==> src/common/rru_pkg.sv <==
// constants for the remote register update block
package rru_pkg;
  localparam int          ADDR_W        = 7;
  localparam int          DATA_W        = 8;
  localparam int          NGRP          = 3;
  // register offsets
  localparam logic [6:0]  LNK_UPD_ADDR  = 7'h3E;
  localparam logic [6:0]  TXA_UPD_ADDR  = 7'h5B;
  localparam logic [6:0]  RXC_UPD_ADDR  = 7'h4B;
  localparam logic [6:0]  TX_FMT_ADDR   = 7'h01;
  localparam logic [6:0]  TX_LAT_ADDR   = 7'h02;
  localparam logic [6:0]  I2S_IN_ADDR   = 7'h03;
  localparam logic [6:0]  LNK_MODE_ADDR = 7'h04;
  localparam logic [6:0]  RX_CTL_ADDR   = 7'h05;
  localparam logic [6:0]  RX_MODE_ADDR  = 7'h06;
  localparam logic [6:0]  TX_STA_ADDR   = 7'h07;
  localparam logic [6:0]  RX_PIN_ADDR   = 7'h08;
  localparam logic [6:0]  LINK_ST_ADDR  = 7'h09;
  // status codes
  localparam logic [7:0]  ST_IDLE_OK    = 8'h00;
  localparam logic [7:0]  ST_BUSY       = 8'h01;
  localparam logic [7:0]  ST_IDLE_FAIL  = 8'h02;
  localparam logic [7:0]  CMD_START     = 8'h01;
  localparam int          FORCE_BIT     = 4;
  // group indices
  localparam int          G_LNK         = 0;
  localparam int          G_TXA         = 1;
  localparam int          G_RXC         = 2;
  // frame word layout: [11:10] group/kind, [9:8] field, [7:0] data
  localparam logic [1:0]  K_LOCATE      = 2'h3;
  localparam logic [7:0]  ZERO8         = 8'h00;
  // reply wait budget in cycles
  localparam int          ACK_WAIT_NS   = 2000;
  localparam int          CLK_NS        = 10;
  localparam int          ACK_WAIT_CYC  = ACK_WAIT_NS / CLK_NS;
  typedef enum logic [1:0] {
    RRU_IDLE = 2'b00,
    RRU_SEND = 2'b01,
    RRU_WAIT = 2'b10
  } rru_state_t;
endpackage

==> src/hw/rru_sync.sv <==
// three-stage input synchroniser with agreement filter
`timescale 1ns/1ns
module rru_sync
  import rru_pkg::*;
#(
  parameter int W = 1
) (
  input  wire logic         clock_i,
  input  wire logic         reset_n_i,
  input  wire logic [W-1:0] async_i,
  output logic      [W-1:0] sync_o
);
  logic [W-1:0] s1;
  logic [W-1:0] s2;
  logic [W-1:0] s3;

  // a change counts once stages two and three agree
  always_ff @(posedge clock_i or negedge reset_n_i) begin
    if (!reset_n_i) begin
      s1     <= '0;
      s2     <= '0;
      s3     <= '0;
      sync_o <= '0;
    end else begin
      s1 <= async_i;
      s2 <= s1;
      s3 <= s2;
      for (int i = 0; i < W; i++) begin
        if (s2[i] == s3[i]) begin
          sync_o[i] <= s3[i];
        end
      end
    end
  end
endmodule

==> src/hw/rru_top.sv <==
// transmitter-side remote register update engine
//
// The plain strobed port is this design's own decision.
`timescale 1ns/1ns
module rru_top
  import rru_pkg::*;
(
  input  wire logic              clock_i,
  input  wire logic              reset_n_i,
  input  wire logic [ADDR_W-1:0] addr_i,
  input  wire logic [DATA_W-1:0] wdata_i,
  input  wire logic              wr_i,
  input  wire logic              rd_i,
  output logic      [DATA_W-1:0] rdata_o,
  // radio control channel
  output logic      [11:0]       frame_o,
  output logic                   frame_valid_o,
  input  wire logic              frame_ready_i,
  input  wire logic              ack_i,
  input  wire logic              nack_i,
  input  wire logic              link_up_i,
  input  wire logic              locate_i,
  input  wire logic [7:0]        rx_pins_i,
  // applied configuration and reconfiguration
  output logic      [7:0]        tx_fmt_active_o,
  output logic      [7:0]        tx_lat_active_o,
  output logic      [7:0]        i2s_in_active_o,
  output logic                   reconfig_o,
  output logic                   relink_req_o
);
  // registers
  logic [7:0]  tx_fmt;
  logic [7:0]  tx_lat;
  logic [7:0]  i2s_in;
  logic [7:0]  lnk_mode;
  logic [7:0]  rx_ctl;
  logic [7:0]  rx_mode;
  logic [7:0]  tx_sta;
  logic [7:0]  status [NGRP];
  rru_state_t  state;
  rru_state_t  next_state;
  logic [1:0]  grp;
  logic [1:0]  fld;
  logic [8:0]  wait_cnt;
  logic        link_q;
  logic [7:0]  pins_s;
  logic        link_s;
  logic        locate_s;
  logic        locate_q;
  logic        locate_pend;
  logic        ack_s;
  logic        nack_s;

  // far-end inputs cross in from the radio domain
  rru_sync #(.W(12)) u_sync (
    .clock_i   (clock_i),
    .reset_n_i (reset_n_i),
    .async_i   ({rx_pins_i, link_up_i, locate_i, ack_i, nack_i}),
    .sync_o    ({pins_s, link_s, locate_s, ack_s, nack_s})
  );

  // decode
  wire       hit_lnk   = addr_i == LNK_UPD_ADDR;
  wire       hit_txa   = addr_i == TXA_UPD_ADDR;
  wire       hit_rxc   = addr_i == RXC_UPD_ADDR;
  wire       start_cmd = wr_i && (wdata_i == CMD_START);
  wire       idle_fsm  = state == RRU_IDLE;
  wire [2:0] grp_idle  = {status[G_RXC] != ST_BUSY, status[G_TXA] != ST_BUSY,
                          status[G_LNK] != ST_BUSY};
  wire [2:0] trig      = {hit_rxc, hit_txa, hit_lnk} & {3{start_cmd}} & grp_idle;
  // buffers writable only while the group is idle
  wire       wr_txa_ok = wr_i && grp_idle[G_TXA];
  wire       wr_lnk_ok = wr_i && grp_idle[G_LNK];
  wire       wr_rxc_ok = wr_i && grp_idle[G_RXC];
  wire       link_rise = link_s && !link_q;
  wire       locate_rise = locate_s && !locate_q;
  // pending group, lowest index first
  wire [2:0] busy_vec  = {status[G_RXC] == ST_BUSY, status[G_TXA] == ST_BUSY,
                          status[G_LNK] == ST_BUSY};
  wire [1:0] pick      = busy_vec[0] ? 2'd0 : (busy_vec[1] ? 2'd1 : 2'd2);
  wire       any_pend  = (|busy_vec) || locate_pend;
  wire       timeout   = wait_cnt == 9'(ACK_WAIT_CYC);
  // locate burst carries two fields, audio three, the other groups one
  wire       last_fld  = (grp == 2'(G_TXA)) ? (fld == 2'd2) :
                         ((grp == K_LOCATE) ? (fld == 2'd1) : (fld == 2'd0));
  // a frame counts as sent only when the offered frame meets ready
  wire       xfer      = frame_valid_o && frame_ready_i;

  // field mux: hop table is not part of any group
  logic [7:0] fdata;
  always_comb begin
    fdata = ZERO8;
    case (grp)
      2'(G_LNK): fdata = lnk_mode;
      2'(G_TXA): fdata = (fld == 2'd0) ? tx_fmt : ((fld == 2'd1) ? tx_lat : i2s_in);
      2'(G_RXC): fdata = rx_ctl;
      K_LOCATE:  fdata = (fld == 2'd0) ? tx_sta : rx_mode;
      default:   fdata = ZERO8;
    endcase
  end

  always_comb begin
    next_state = state;
    case (state)
      RRU_IDLE: if (any_pend) next_state = RRU_SEND;
      RRU_SEND: if (xfer && last_fld) next_state = RRU_WAIT;
      RRU_WAIT: if (ack_s || nack_s || timeout) next_state = RRU_IDLE;
      default:  next_state = RRU_IDLE;
    endcase
  end

  // control bus writes; values stay buffered until sent
  always_ff @(posedge clock_i or negedge reset_n_i) begin
    if (!reset_n_i) begin
      tx_fmt   <= ZERO8;
      tx_lat   <= ZERO8;
      i2s_in   <= ZERO8;
      lnk_mode <= ZERO8;
      rx_ctl   <= ZERO8;
      rx_mode  <= ZERO8;
      tx_sta   <= ZERO8;
    end else begin
      if (wr_txa_ok && addr_i == TX_FMT_ADDR) tx_fmt <= wdata_i;
      if (wr_txa_ok && addr_i == TX_LAT_ADDR) tx_lat <= wdata_i;
      if (wr_txa_ok && addr_i == I2S_IN_ADDR) i2s_in <= wdata_i;
      if (wr_lnk_ok && addr_i == LNK_MODE_ADDR) lnk_mode <= wdata_i;
      if (wr_rxc_ok && addr_i == RX_CTL_ADDR) rx_ctl <= wdata_i;
      if (wr_i && addr_i == RX_MODE_ADDR) rx_mode <= wdata_i;
      if (wr_i && addr_i == TX_STA_ADDR) tx_sta <= wdata_i;
      if (relink_req_o) lnk_mode[FORCE_BIT] <= 1'b0; // self-clearing
    end
  end

  // per-group status; hardware result wins over a host write
  generate
    for (genvar g = 0; g < NGRP; g++) begin : g_stat
      wire done_g = (state == RRU_WAIT) && (grp == 2'(g));
      always_ff @(posedge clock_i or negedge reset_n_i) begin
        if (!reset_n_i) begin
          status[g] <= ST_IDLE_OK;
        end else if (done_g && ack_s) begin
          status[g] <= ST_IDLE_OK;
        end else if (done_g && (nack_s || timeout)) begin
          status[g] <= ST_IDLE_FAIL;
        end else if (trig[g]) begin
          status[g] <= ST_BUSY;
        end
      end
    end
  endgenerate

  // transfer engine
  always_ff @(posedge clock_i or negedge reset_n_i) begin
    if (!reset_n_i) begin
      state       <= RRU_IDLE;
      grp         <= 2'd0;
      fld         <= 2'd0;
      wait_cnt    <= 9'd0;
      link_q      <= 1'b0;
      locate_q    <= 1'b0;
      locate_pend <= 1'b0;
    end else begin
      state    <= next_state;
      link_q   <= link_s;
      locate_q <= locate_s;
      if (locate_rise) locate_pend <= 1'b1;
      else if (idle_fsm && locate_pend && !(|busy_vec)) locate_pend <= 1'b0;
      if (idle_fsm) begin
        grp      <= (|busy_vec) ? pick : K_LOCATE;
        fld      <= 2'd0;
        wait_cnt <= 9'd0;
      end else if (state == RRU_SEND && xfer && !last_fld) begin
        fld <= fld + 2'd1;
      end else if (state == RRU_WAIT) begin
        wait_cnt <= wait_cnt + 9'd1;
      end
    end
  end

  // outputs and reconfiguration
  always_ff @(posedge clock_i or negedge reset_n_i) begin
    if (!reset_n_i) begin
      frame_o         <= 12'h000;
      frame_valid_o   <= 1'b0;
      tx_fmt_active_o <= ZERO8;
      tx_lat_active_o <= ZERO8;
      i2s_in_active_o <= ZERO8;
      reconfig_o      <= 1'b0;
      relink_req_o    <= 1'b0;
    end else begin
      // offer one frame, hold it until taken, then one gap cycle to load the next
      frame_valid_o <= (state == RRU_SEND) && !xfer;
      if (!frame_valid_o) frame_o <= {grp, fld, fdata};
      relink_req_o  <= lnk_mode[FORCE_BIT] && !relink_req_o;
      reconfig_o    <= link_rise;
      if (link_rise) begin
        tx_fmt_active_o <= tx_fmt;
        tx_lat_active_o <= tx_lat;
        i2s_in_active_o <= i2s_in;
      end
    end
  end

  // read path, one cycle latency
  logic [7:0] rsel;
  always_comb begin
    rsel = ZERO8;
    case (addr_i)
      LNK_UPD_ADDR:  rsel = status[G_LNK];
      TXA_UPD_ADDR:  rsel = status[G_TXA];
      RXC_UPD_ADDR:  rsel = status[G_RXC];
      TX_FMT_ADDR:   rsel = tx_fmt;
      TX_LAT_ADDR:   rsel = tx_lat;
      I2S_IN_ADDR:   rsel = i2s_in;
      LNK_MODE_ADDR: rsel = lnk_mode;
      RX_CTL_ADDR:   rsel = rx_ctl;
      RX_MODE_ADDR:  rsel = rx_mode;
      TX_STA_ADDR:   rsel = tx_sta;
      RX_PIN_ADDR:   rsel = pins_s;
      LINK_ST_ADDR:  rsel = {6'h00, locate_s, link_s};
      // slave strap and master-execute live in the receiver; nothing held here
      default:       rsel = ZERO8;
    endcase
  end

  always_ff @(posedge clock_i or negedge reset_n_i) begin
    if (!reset_n_i) rdata_o <= ZERO8;
    else            rdata_o <= rd_i ? rsel : ZERO8;
  end

  // checks
  start_busy_a: assert property (@(posedge clock_i) disable iff (!reset_n_i)
    (wr_i && hit_txa && wdata_i == CMD_START && grp_idle[G_TXA])
      |=> status[G_TXA] == ST_BUSY) else $error("start did not go busy");
  ack_clear_a: assert property (@(posedge clock_i) disable iff (!reset_n_i)
    (state == RRU_WAIT && ack_s && grp == 2'(G_LNK)) |=> status[G_LNK] == ST_IDLE_OK)
    else $error("ack did not clear status");
  fail_mark_a: assert property (@(posedge clock_i) disable iff (!reset_n_i)
    (state == RRU_WAIT && !ack_s && nack_s && grp == 2'(G_RXC))
      |=> status[G_RXC] == ST_IDLE_FAIL) else $error("nack not reported");
  busy_read_a: assert property (@(posedge clock_i) disable iff (!reset_n_i)
    (rd_i && hit_txa && status[G_TXA] == ST_BUSY) |=> rdata_o == ST_BUSY)
    else $error("busy not read back");
  other_value_a: assert property (@(posedge clock_i) disable iff (!reset_n_i)
    (wr_i && hit_lnk && wdata_i != CMD_START && state != RRU_WAIT)
      |=> $stable(status[G_LNK])) else $error("non-start write changed status");
  buffer_lock_a: assert property (@(posedge clock_i) disable iff (!reset_n_i)
    (wr_i && addr_i == TX_FMT_ADDR && status[G_TXA] == ST_BUSY) |=> $stable(tx_fmt))
    else $error("buffer written while busy");
  wait_bound_a: assert property (@(posedge clock_i) disable iff (!reset_n_i)
    (state == RRU_WAIT) |-> ##[0:201] (state == RRU_IDLE))
    else $error("wait exceeded budget");
  relink_pulse_a: assert property (@(posedge clock_i) disable iff (!reset_n_i)
    $rose(lnk_mode[FORCE_BIT]) |=> relink_req_o ##1 !relink_req_o)
    else $error("force bit gave no relink");
  reconfig_a: assert property (@(posedge clock_i) disable iff (!reset_n_i)
    link_rise |=> reconfig_o && tx_fmt_active_o == $past(tx_fmt))
    else $error("link up without reconfig");
  valid_hold_a: assert property (@(posedge clock_i) disable iff (!reset_n_i)
    (frame_valid_o && !frame_ready_i) |=> frame_valid_o && $stable(frame_o))
    else $error("offered frame dropped or changed");
  locate_two_a: assert property (@(posedge clock_i) disable iff (!reset_n_i)
    (state == RRU_SEND && grp == K_LOCATE && xfer && fld == 2'd0) |=> state == RRU_SEND)
    else $error("locate burst cut short");
  fmt_frame_a: assert property (@(posedge clock_i) disable iff (!reset_n_i)
    (frame_valid_o && frame_o[11:10] == 2'(G_TXA) && frame_o[9:8] == 2'd0)
      |-> frame_o[7:0] == tx_fmt) else $error("audio frame carries wrong format");
  rxc_frame_a: assert property (@(posedge clock_i) disable iff (!reset_n_i)
    (frame_valid_o && frame_o[11:10] == 2'(G_RXC)) |-> frame_o[7:0] == rx_ctl)
    else $error("rx control frame carries wrong value");
  status_code_a: assert property (@(posedge clock_i) disable iff (!reset_n_i)
    status[G_TXA] <= ST_IDLE_FAIL) else $error("status outside legal codes");
  c_send_c: cover property (@(posedge clock_i) state == RRU_SEND && grp == 2'(G_TXA));
  c_ok_c: cover property (@(posedge clock_i) state == RRU_WAIT ##1 status[G_LNK] == ST_IDLE_OK);
  c_fail_c: cover property (@(posedge clock_i) status[G_RXC] == ST_IDLE_FAIL);
  c_loc_c: cover property (@(posedge clock_i) state == RRU_SEND && grp == K_LOCATE);
endmodule

==> config.mk <==
export PLATFORM = sky130hd
export DESIGN_NAME = rru_top
export DESIGN_NICKNAME = d
export VERILOG_FILES = /design/src/common/rru_pkg.sv /design/src/hw/rru_sync.sv /design/src/hw/rru_top.sv
export SDC_FILE = /design/constraint.sdc
export NUM_CORES = 1
export LEC_CHECK = 0
export BUFFER_PORTS_ARGS = -buffer_cell sky130_fd_sc_hd__buf_2
export CORE_UTILIZATION = 51
export DETAILED_ROUTE_END_ITERATION = 10
export GPL_TIMING_DRIVEN = 0
export PLACE_DENSITY = 0.69
export SLEW_MARGIN = 0
export SYNTH_ARGS = -nofsm -noshare
export SYNTH_HDL_FRONTEND = slang
export SYNTH_HIERARCHICAL = 1
export SYNTH_SLANG_ARGS = --single-unit
export TNS_END_PERCENT = 20
==> constraint.sdc <==
create_clock -name clock_i -period 5.18 [get_ports clock_i]
set_input_delay 0.259 -clock clock_i [delete_from_list [all_inputs] [get_ports clock_i]]
set_output_delay 0.259 -clock clock_i [all_outputs]
set_load 0.005 [all_outputs]
Word level (Yosys, flattened, before mapping). Cells that the tools add are included.

Add/subtract/negate cells: 2. Equality and inequality tests: 43. Mux-type cells: 33. Bitwise operators: 2. Reductions and logical operators: 53.

Operators with widths (count): 8-bit 2-to-1 mux (13); 8-bit one-hot mux with 12 select lines (1); 8-bit by 1-bit equality test with 1-bit output (second input constant) (4); 8-bit one-hot mux with 4 select lines (1); 1-bit logical AND (30); 7-bit by 3-bit equality test with 1-bit output (second input constant) (4); 9-bit 2-to-1 mux (3); 8-bit by 1-bit inequality test with 1-bit output (second input constant) (3); 2-bit 2-to-1 mux (8); 7-bit by 2-bit equality test with 1-bit output (second input constant) (2); 7-bit by 4-bit equality test with 1-bit output (second input constant) (2); 7-bit equality test (second input constant) (2); 1-bit equality test (12); 9-bit by 1-bit adder with 9-bit output (second input constant) (1); 9-bit by 8-bit equality test with 1-bit output (second input constant) (1); 3-bit nonzero test (3); 2-bit equality test (second input constant) (4); 2-bit nonzero test (4); 7-bit by 1-bit equality test with 1-bit output (second input constant) (1); 7-bit by 6-bit equality test with 1-bit output (second input constant) (1); 3-bit AND (2); 2-bit by 1-bit equality test with 1-bit output (second input constant) (3); 1-bit logical NOT (6); 2-bit logical NOT (3); other kinds (10) (19).

Register bits: 193. Input port bits: 32. Output and inout bits: 47. Word-level logic and storage cells: 174.

Longest topological paths before layout.
Word-level depth: 7. Gate-level depth with buffers: 8. Gate-level depth less buffers: 6.

Modules after synthesis. Netlist, hierarchy kept.

Modules (own cells, without submodules): rru_top (instances 1, cells each 550, area each 6268.5 sq um); rru_sync (instances 1, cells each 60, area each 1336.3 sq um).

Worst setup path before layout. No wires, ideal clock.

Path type: register -> register. Start point: register fld[0]. End point: register fld[0]. Setup time: 126 ps. Arrival time: 1866 ps. Slack: 3188 ps. Cell stages (with the launch flop): 7. Buffers on the path: 1. Period minus slack after synthesis: 1992 ps. Cell sequence: dfrtp_1 ha_1 clkbuf_1 mux2_2 a211oi_1 nor2_1 a221o_1.

Longest elaborated chain between the ends: 6. Elaborated cells between the ends (all ways): 11.

Ends and longest elaborated chain: from (decl) (RTL line rru_top.sv:43) `logic [1:0] fld;`; from (signal assigned) (RTL line rru_top.sv:173) `fld <= fld + 2'd1;`; 2-bit by 1-bit equality test with 1-bit output / 2-bit logical NOT (equally long branches) (RTL line rru_top.sv:85) `((grp == K_LOCATE) ? (fld == 2'd1) : (fld == 2'd0));`; 1-bit 2-to-1 mux (RTL line rru_top.sv:85); 1-bit 2-to-1 mux (RTL line rru_top.sv:84) `wire last_fld = (grp == 2'(G_TXA)) ? (fld == 2'd2) :`; 1-bit logical NOT (RTL line rru_top.sv:172) `end else if (state == RRU_SEND && xfer && !last_fld) begin`; 1-bit logical AND (RTL line rru_top.sv:172); 2-bit nonzero test (no line).

Parallel ways exist; a longest one is shown, timed or not. The select of a mux whose other input is x is not followed. A chain may end at the register's enable or synchronous reset.

Worst setup path in the final report.
Start point: register fld[1]. End point: register fld[0].

Longest elaborated chain between the ends: 6. Elaborated cells between the ends (all ways): 8.

Ends and longest elaborated chain (RTL line): 2-bit by 1-bit equality test with 1-bit output / 2-bit logical NOT (equally long branches) (rru_top.sv:85); 1-bit 2-to-1 mux (rru_top.sv:85); 1-bit 2-to-1 mux (*) (rru_top.sv:84); 1-bit logical NOT (*) (rru_top.sv:172); 1-bit logical AND (*) (rru_top.sv:172); 2-bit nonzero test (no line) (*).

Mark *: on every way between the ends. The rest lies on a longest branch, timed or not.

==> results.md <==
* Area contributors post-synth: dfrtp_1, mux2_2, mux2i_1
* H-tree depth at 4
* Clock skew at between 0.007 and 0.008 ns
* Mapped cell area at approximately 7600 um2
* Global-route wire length before repair at roughly 29000 um
* Ports at 79
* Vias in the first global route at approximately 5300
* Max-Cap Viols at 0
* Outcome: finished clean
* Fill cells at 1144
* Detail Route Antenna Nets at 0
* Leakage power at approximately 4.2 nW
* Root buffer cell: clkbuf_16
* # diodes at 0
* Asr flop ratio synth at 100%
* Die area at about 15000 um2
* Router iterations before antenna repair at 5
* Initial Util at between 50% and 60%
* Dpl hpwl at approximately 13000 um
* Cells along the critical path: inv_1 -> ha_1 -> clkbuf_1 -> mux2_2 -> a211oi_1 -> nor2_1 -> a221o_1
* Avg Synthesized Cell Area at between 10 and 15 um2
* Slew Viols, Final at 0
* Period utilisation layout at 45.6%
* Largest net degree at the start of global routing at between 90 and 100
* Worst vdd ir at around 0.00025 V
* Yosys reg bits at 175
* Initial antenna violation count at 0
* Sequential fraction of the synthesis area at roughly 58%
* Startpoint class of the critical path: register
* TritonCTS Buffers at 17
* Worst Path Required at approximately 5.5 ns
* Finished Layout Cells at around 920
* Final setup vio count at 0
* Remaining Overflow, GRT at 0
* CP max stage delay at approximately 0.45 ns
* Via-to-Cell Ratio at just under 6
* RD Place Congestion at roughly 0.90
* Routed vias at 5381
* Unrepaired setup endpoints after global routing: no
* Die Ht at ~120 um
* Final #Nets at 756
* Die W at between 100 and 150 um
* Fin util at approximately 62%
* Site row count at 44
* Global Route Usage Sum at about a quarter
* Setup TNS at 0 ns
* Post-synth EDFFs at 0
* Residual DRC at 0
* Maximum root-to-sink buffer count at 2
* Fmax at roughly 0.42 GHz
* Yosys cell types at 54
* Critical path arrival at 2.67 ns
* Min-delay worst type: in2reg
* Tmin final at around 2.4 ns
* Post-CTS Resized at 0
* Critical Path End Type: register
* CP max FO at 9
* Drt total wl at roughly 18000 um
* Yosys top cell by area: dfrtp_1
* PwrDens at roughly 420 nW/um2
* Cells after synthesis at approximately 600
* Main synth FF type: dfrtp_1
* Worst relative slew slack at between 8 and 9%
* Hold Violations, Final at 0
* Area post-placement at 8250 um2
* Cell count after placement at about 870
* Setup CP Type: reg2reg
* Share of cells above drive strength 1 at 30.1%
* Syn. warnings at 6
* CP max stage cell: a211oi_1
* CTS tree: done
* PortBufs at 76
* Post-synth top area share at 57.6%
* Core area at 14500 um2
* Worst skew pair latency at roughly 0.43 ns
* Synth-to-layout area growth at 18.7%
* Worst-margin pin slew at 1.35 ns
* DR WL/cell at ~20 um
* DR iter-0 viols at 355
* Final instance area at approximately 9000 um2
* Clk sink count at around 180
* Post-synthesis net count at approximately 650
* Clock-pin slew on the worst setup and hold paths at approximately 0.06 ns
-- cell type report --
cell class	count	area, um2	share of cell area [%]
sequential	175	4380	48.5
multi-input combinational	395	3050	33.8
timing repair buffer	90	548	6.07
clock buffer	23	488	5.41
tap	184	230	2.55
clock inverter	9	155	1.72
buffer	29	130	1.44
inverter	11	41.3	0.457
-- metrics by stage --
step | hold WS (ns) | power, mW | setup slack (ns)
global placement | 0.333 | 2.41 | 1.28
CTS | 0.0175 | 3.84 | 2.84
floorplan | -0.0366 | 2.14 | 3.19
global route | 0.0335 | 4.00 | 2.71
finish | 0.0292 | 3.83 | 2.82
detailed placement | 0.280 | 2.44 | 2.61
-- flip-flops by register name, summed over array words and instances, names as in the netlist, 2 cells and up --
signal / count
fld: 2
rx_ctl: 8
state: 2
u_sync/s2: 12
tx_sta: 8
i2s_in: 8
i2s_in_active_o: 8
grp: 2
u_sync/sync_o: 12
tx_fmt_active_o: 8
lnk_mode: 8
tx_lat: 8
tx_lat_active_o: 8
rdata_o: 8
wait_cnt: 9
u_sync/s3: 12
status: 6
tx_fmt: 8
rx_mode: 8
u_sync/s1: 12
frame_o: 12
-- cell usage after synthesis (all sizes together), types with 11 or more instances --
cell type and n:
a21oi 19, nor3 14, maj3 12, clkbuf 20, nor2 30, nand2 44
o21ai 27, dfrtp 175, inv 11, mux2i 36, mux2 88
-- metal layers --
metal / wire, um / track usage [%] / vias to the layer above
li1: - / - / 2438
met1: 8360 / 35.5 / 2693
met2: 8260 / 37.9 / 208
met3: 1110 / 4.99 / 42
met4: 626 / 12.4 / 0
met5: 0 / 0 / -
-- worst max-delay path, delay by kind of cell, from the launching register on --
family | cells | cell delay (ns)
AOI/OAI and AO/OA | 2 | 0.73
buffers and inverters | 2 | 0.45
muxes | 1 | 0.41
DFF | 1 | 0.38
adders and majority gates | 1 | 0.19
and+or+nand+nor | 1 | 0.10
-- where the power goes --
| part | total (mW) | switching, mW | internal, mW |
|---|---|---|---|
| Clock | 1.39 | 0.528 | 0.859 |
| Sequential | 1.63 | 0.111 | 1.52 |
| Combinational | 0.807 | 0.474 | 0.333 |
| Total | 3.83 | 1.11 | 2.71 |
-- cell families after synthesis --
kind of cell | synth area share, %
flops | 57.6
compound gates | 8.33
fa+ha+maj | 2.60
simple gates | 10.9
buf+inv | 2.25
mux | 18.1
xor+xnor | 0.230
-- cell usage in the layout, fill, tap and decap left out, types with 17 or more instances in the layout --
master	netlist	layout
nor2_1	30	30
buf_2	2	77
mux2_2	88	88
clkbuf_1	20	22
mux2i_1	36	36
o21ai_0	27	27
a21oi_1	19	19
clkbuf_16	0	17
dfrtp_1	175	175
nand2_1	44	44
-- path summary, 6_finish.rpt --
| path | to | cells after the start | slack, ns | from |
|---|---|---|---|---|
| setup / recovery | fld[0] | 7 | 2.82 | fld[1] |
| hold / removal | frame_valid_o | 2 | 0.03 | frame_ready_i |
| setup reg to reg | fld[0] | 7 | 2.82 | fld[1] |
| hold reg to reg | u_sync/s2[10] | 0 | 0.34 | u_sync/s1[10] |
| max in group asynchronous | tx_sta[3] | 3 | 3.92 | reset_n_i |
| min in group asynchronous | u_sync/s3[0] | 2 | 0.40 | reset_n_i |
-- timing repair --
action	CTS	global route
endpoints found under the hold margin	91	0
hold buffers	13	0
setup buffers	0	0
Note: power is estimated with default switching activity, not from simulation.
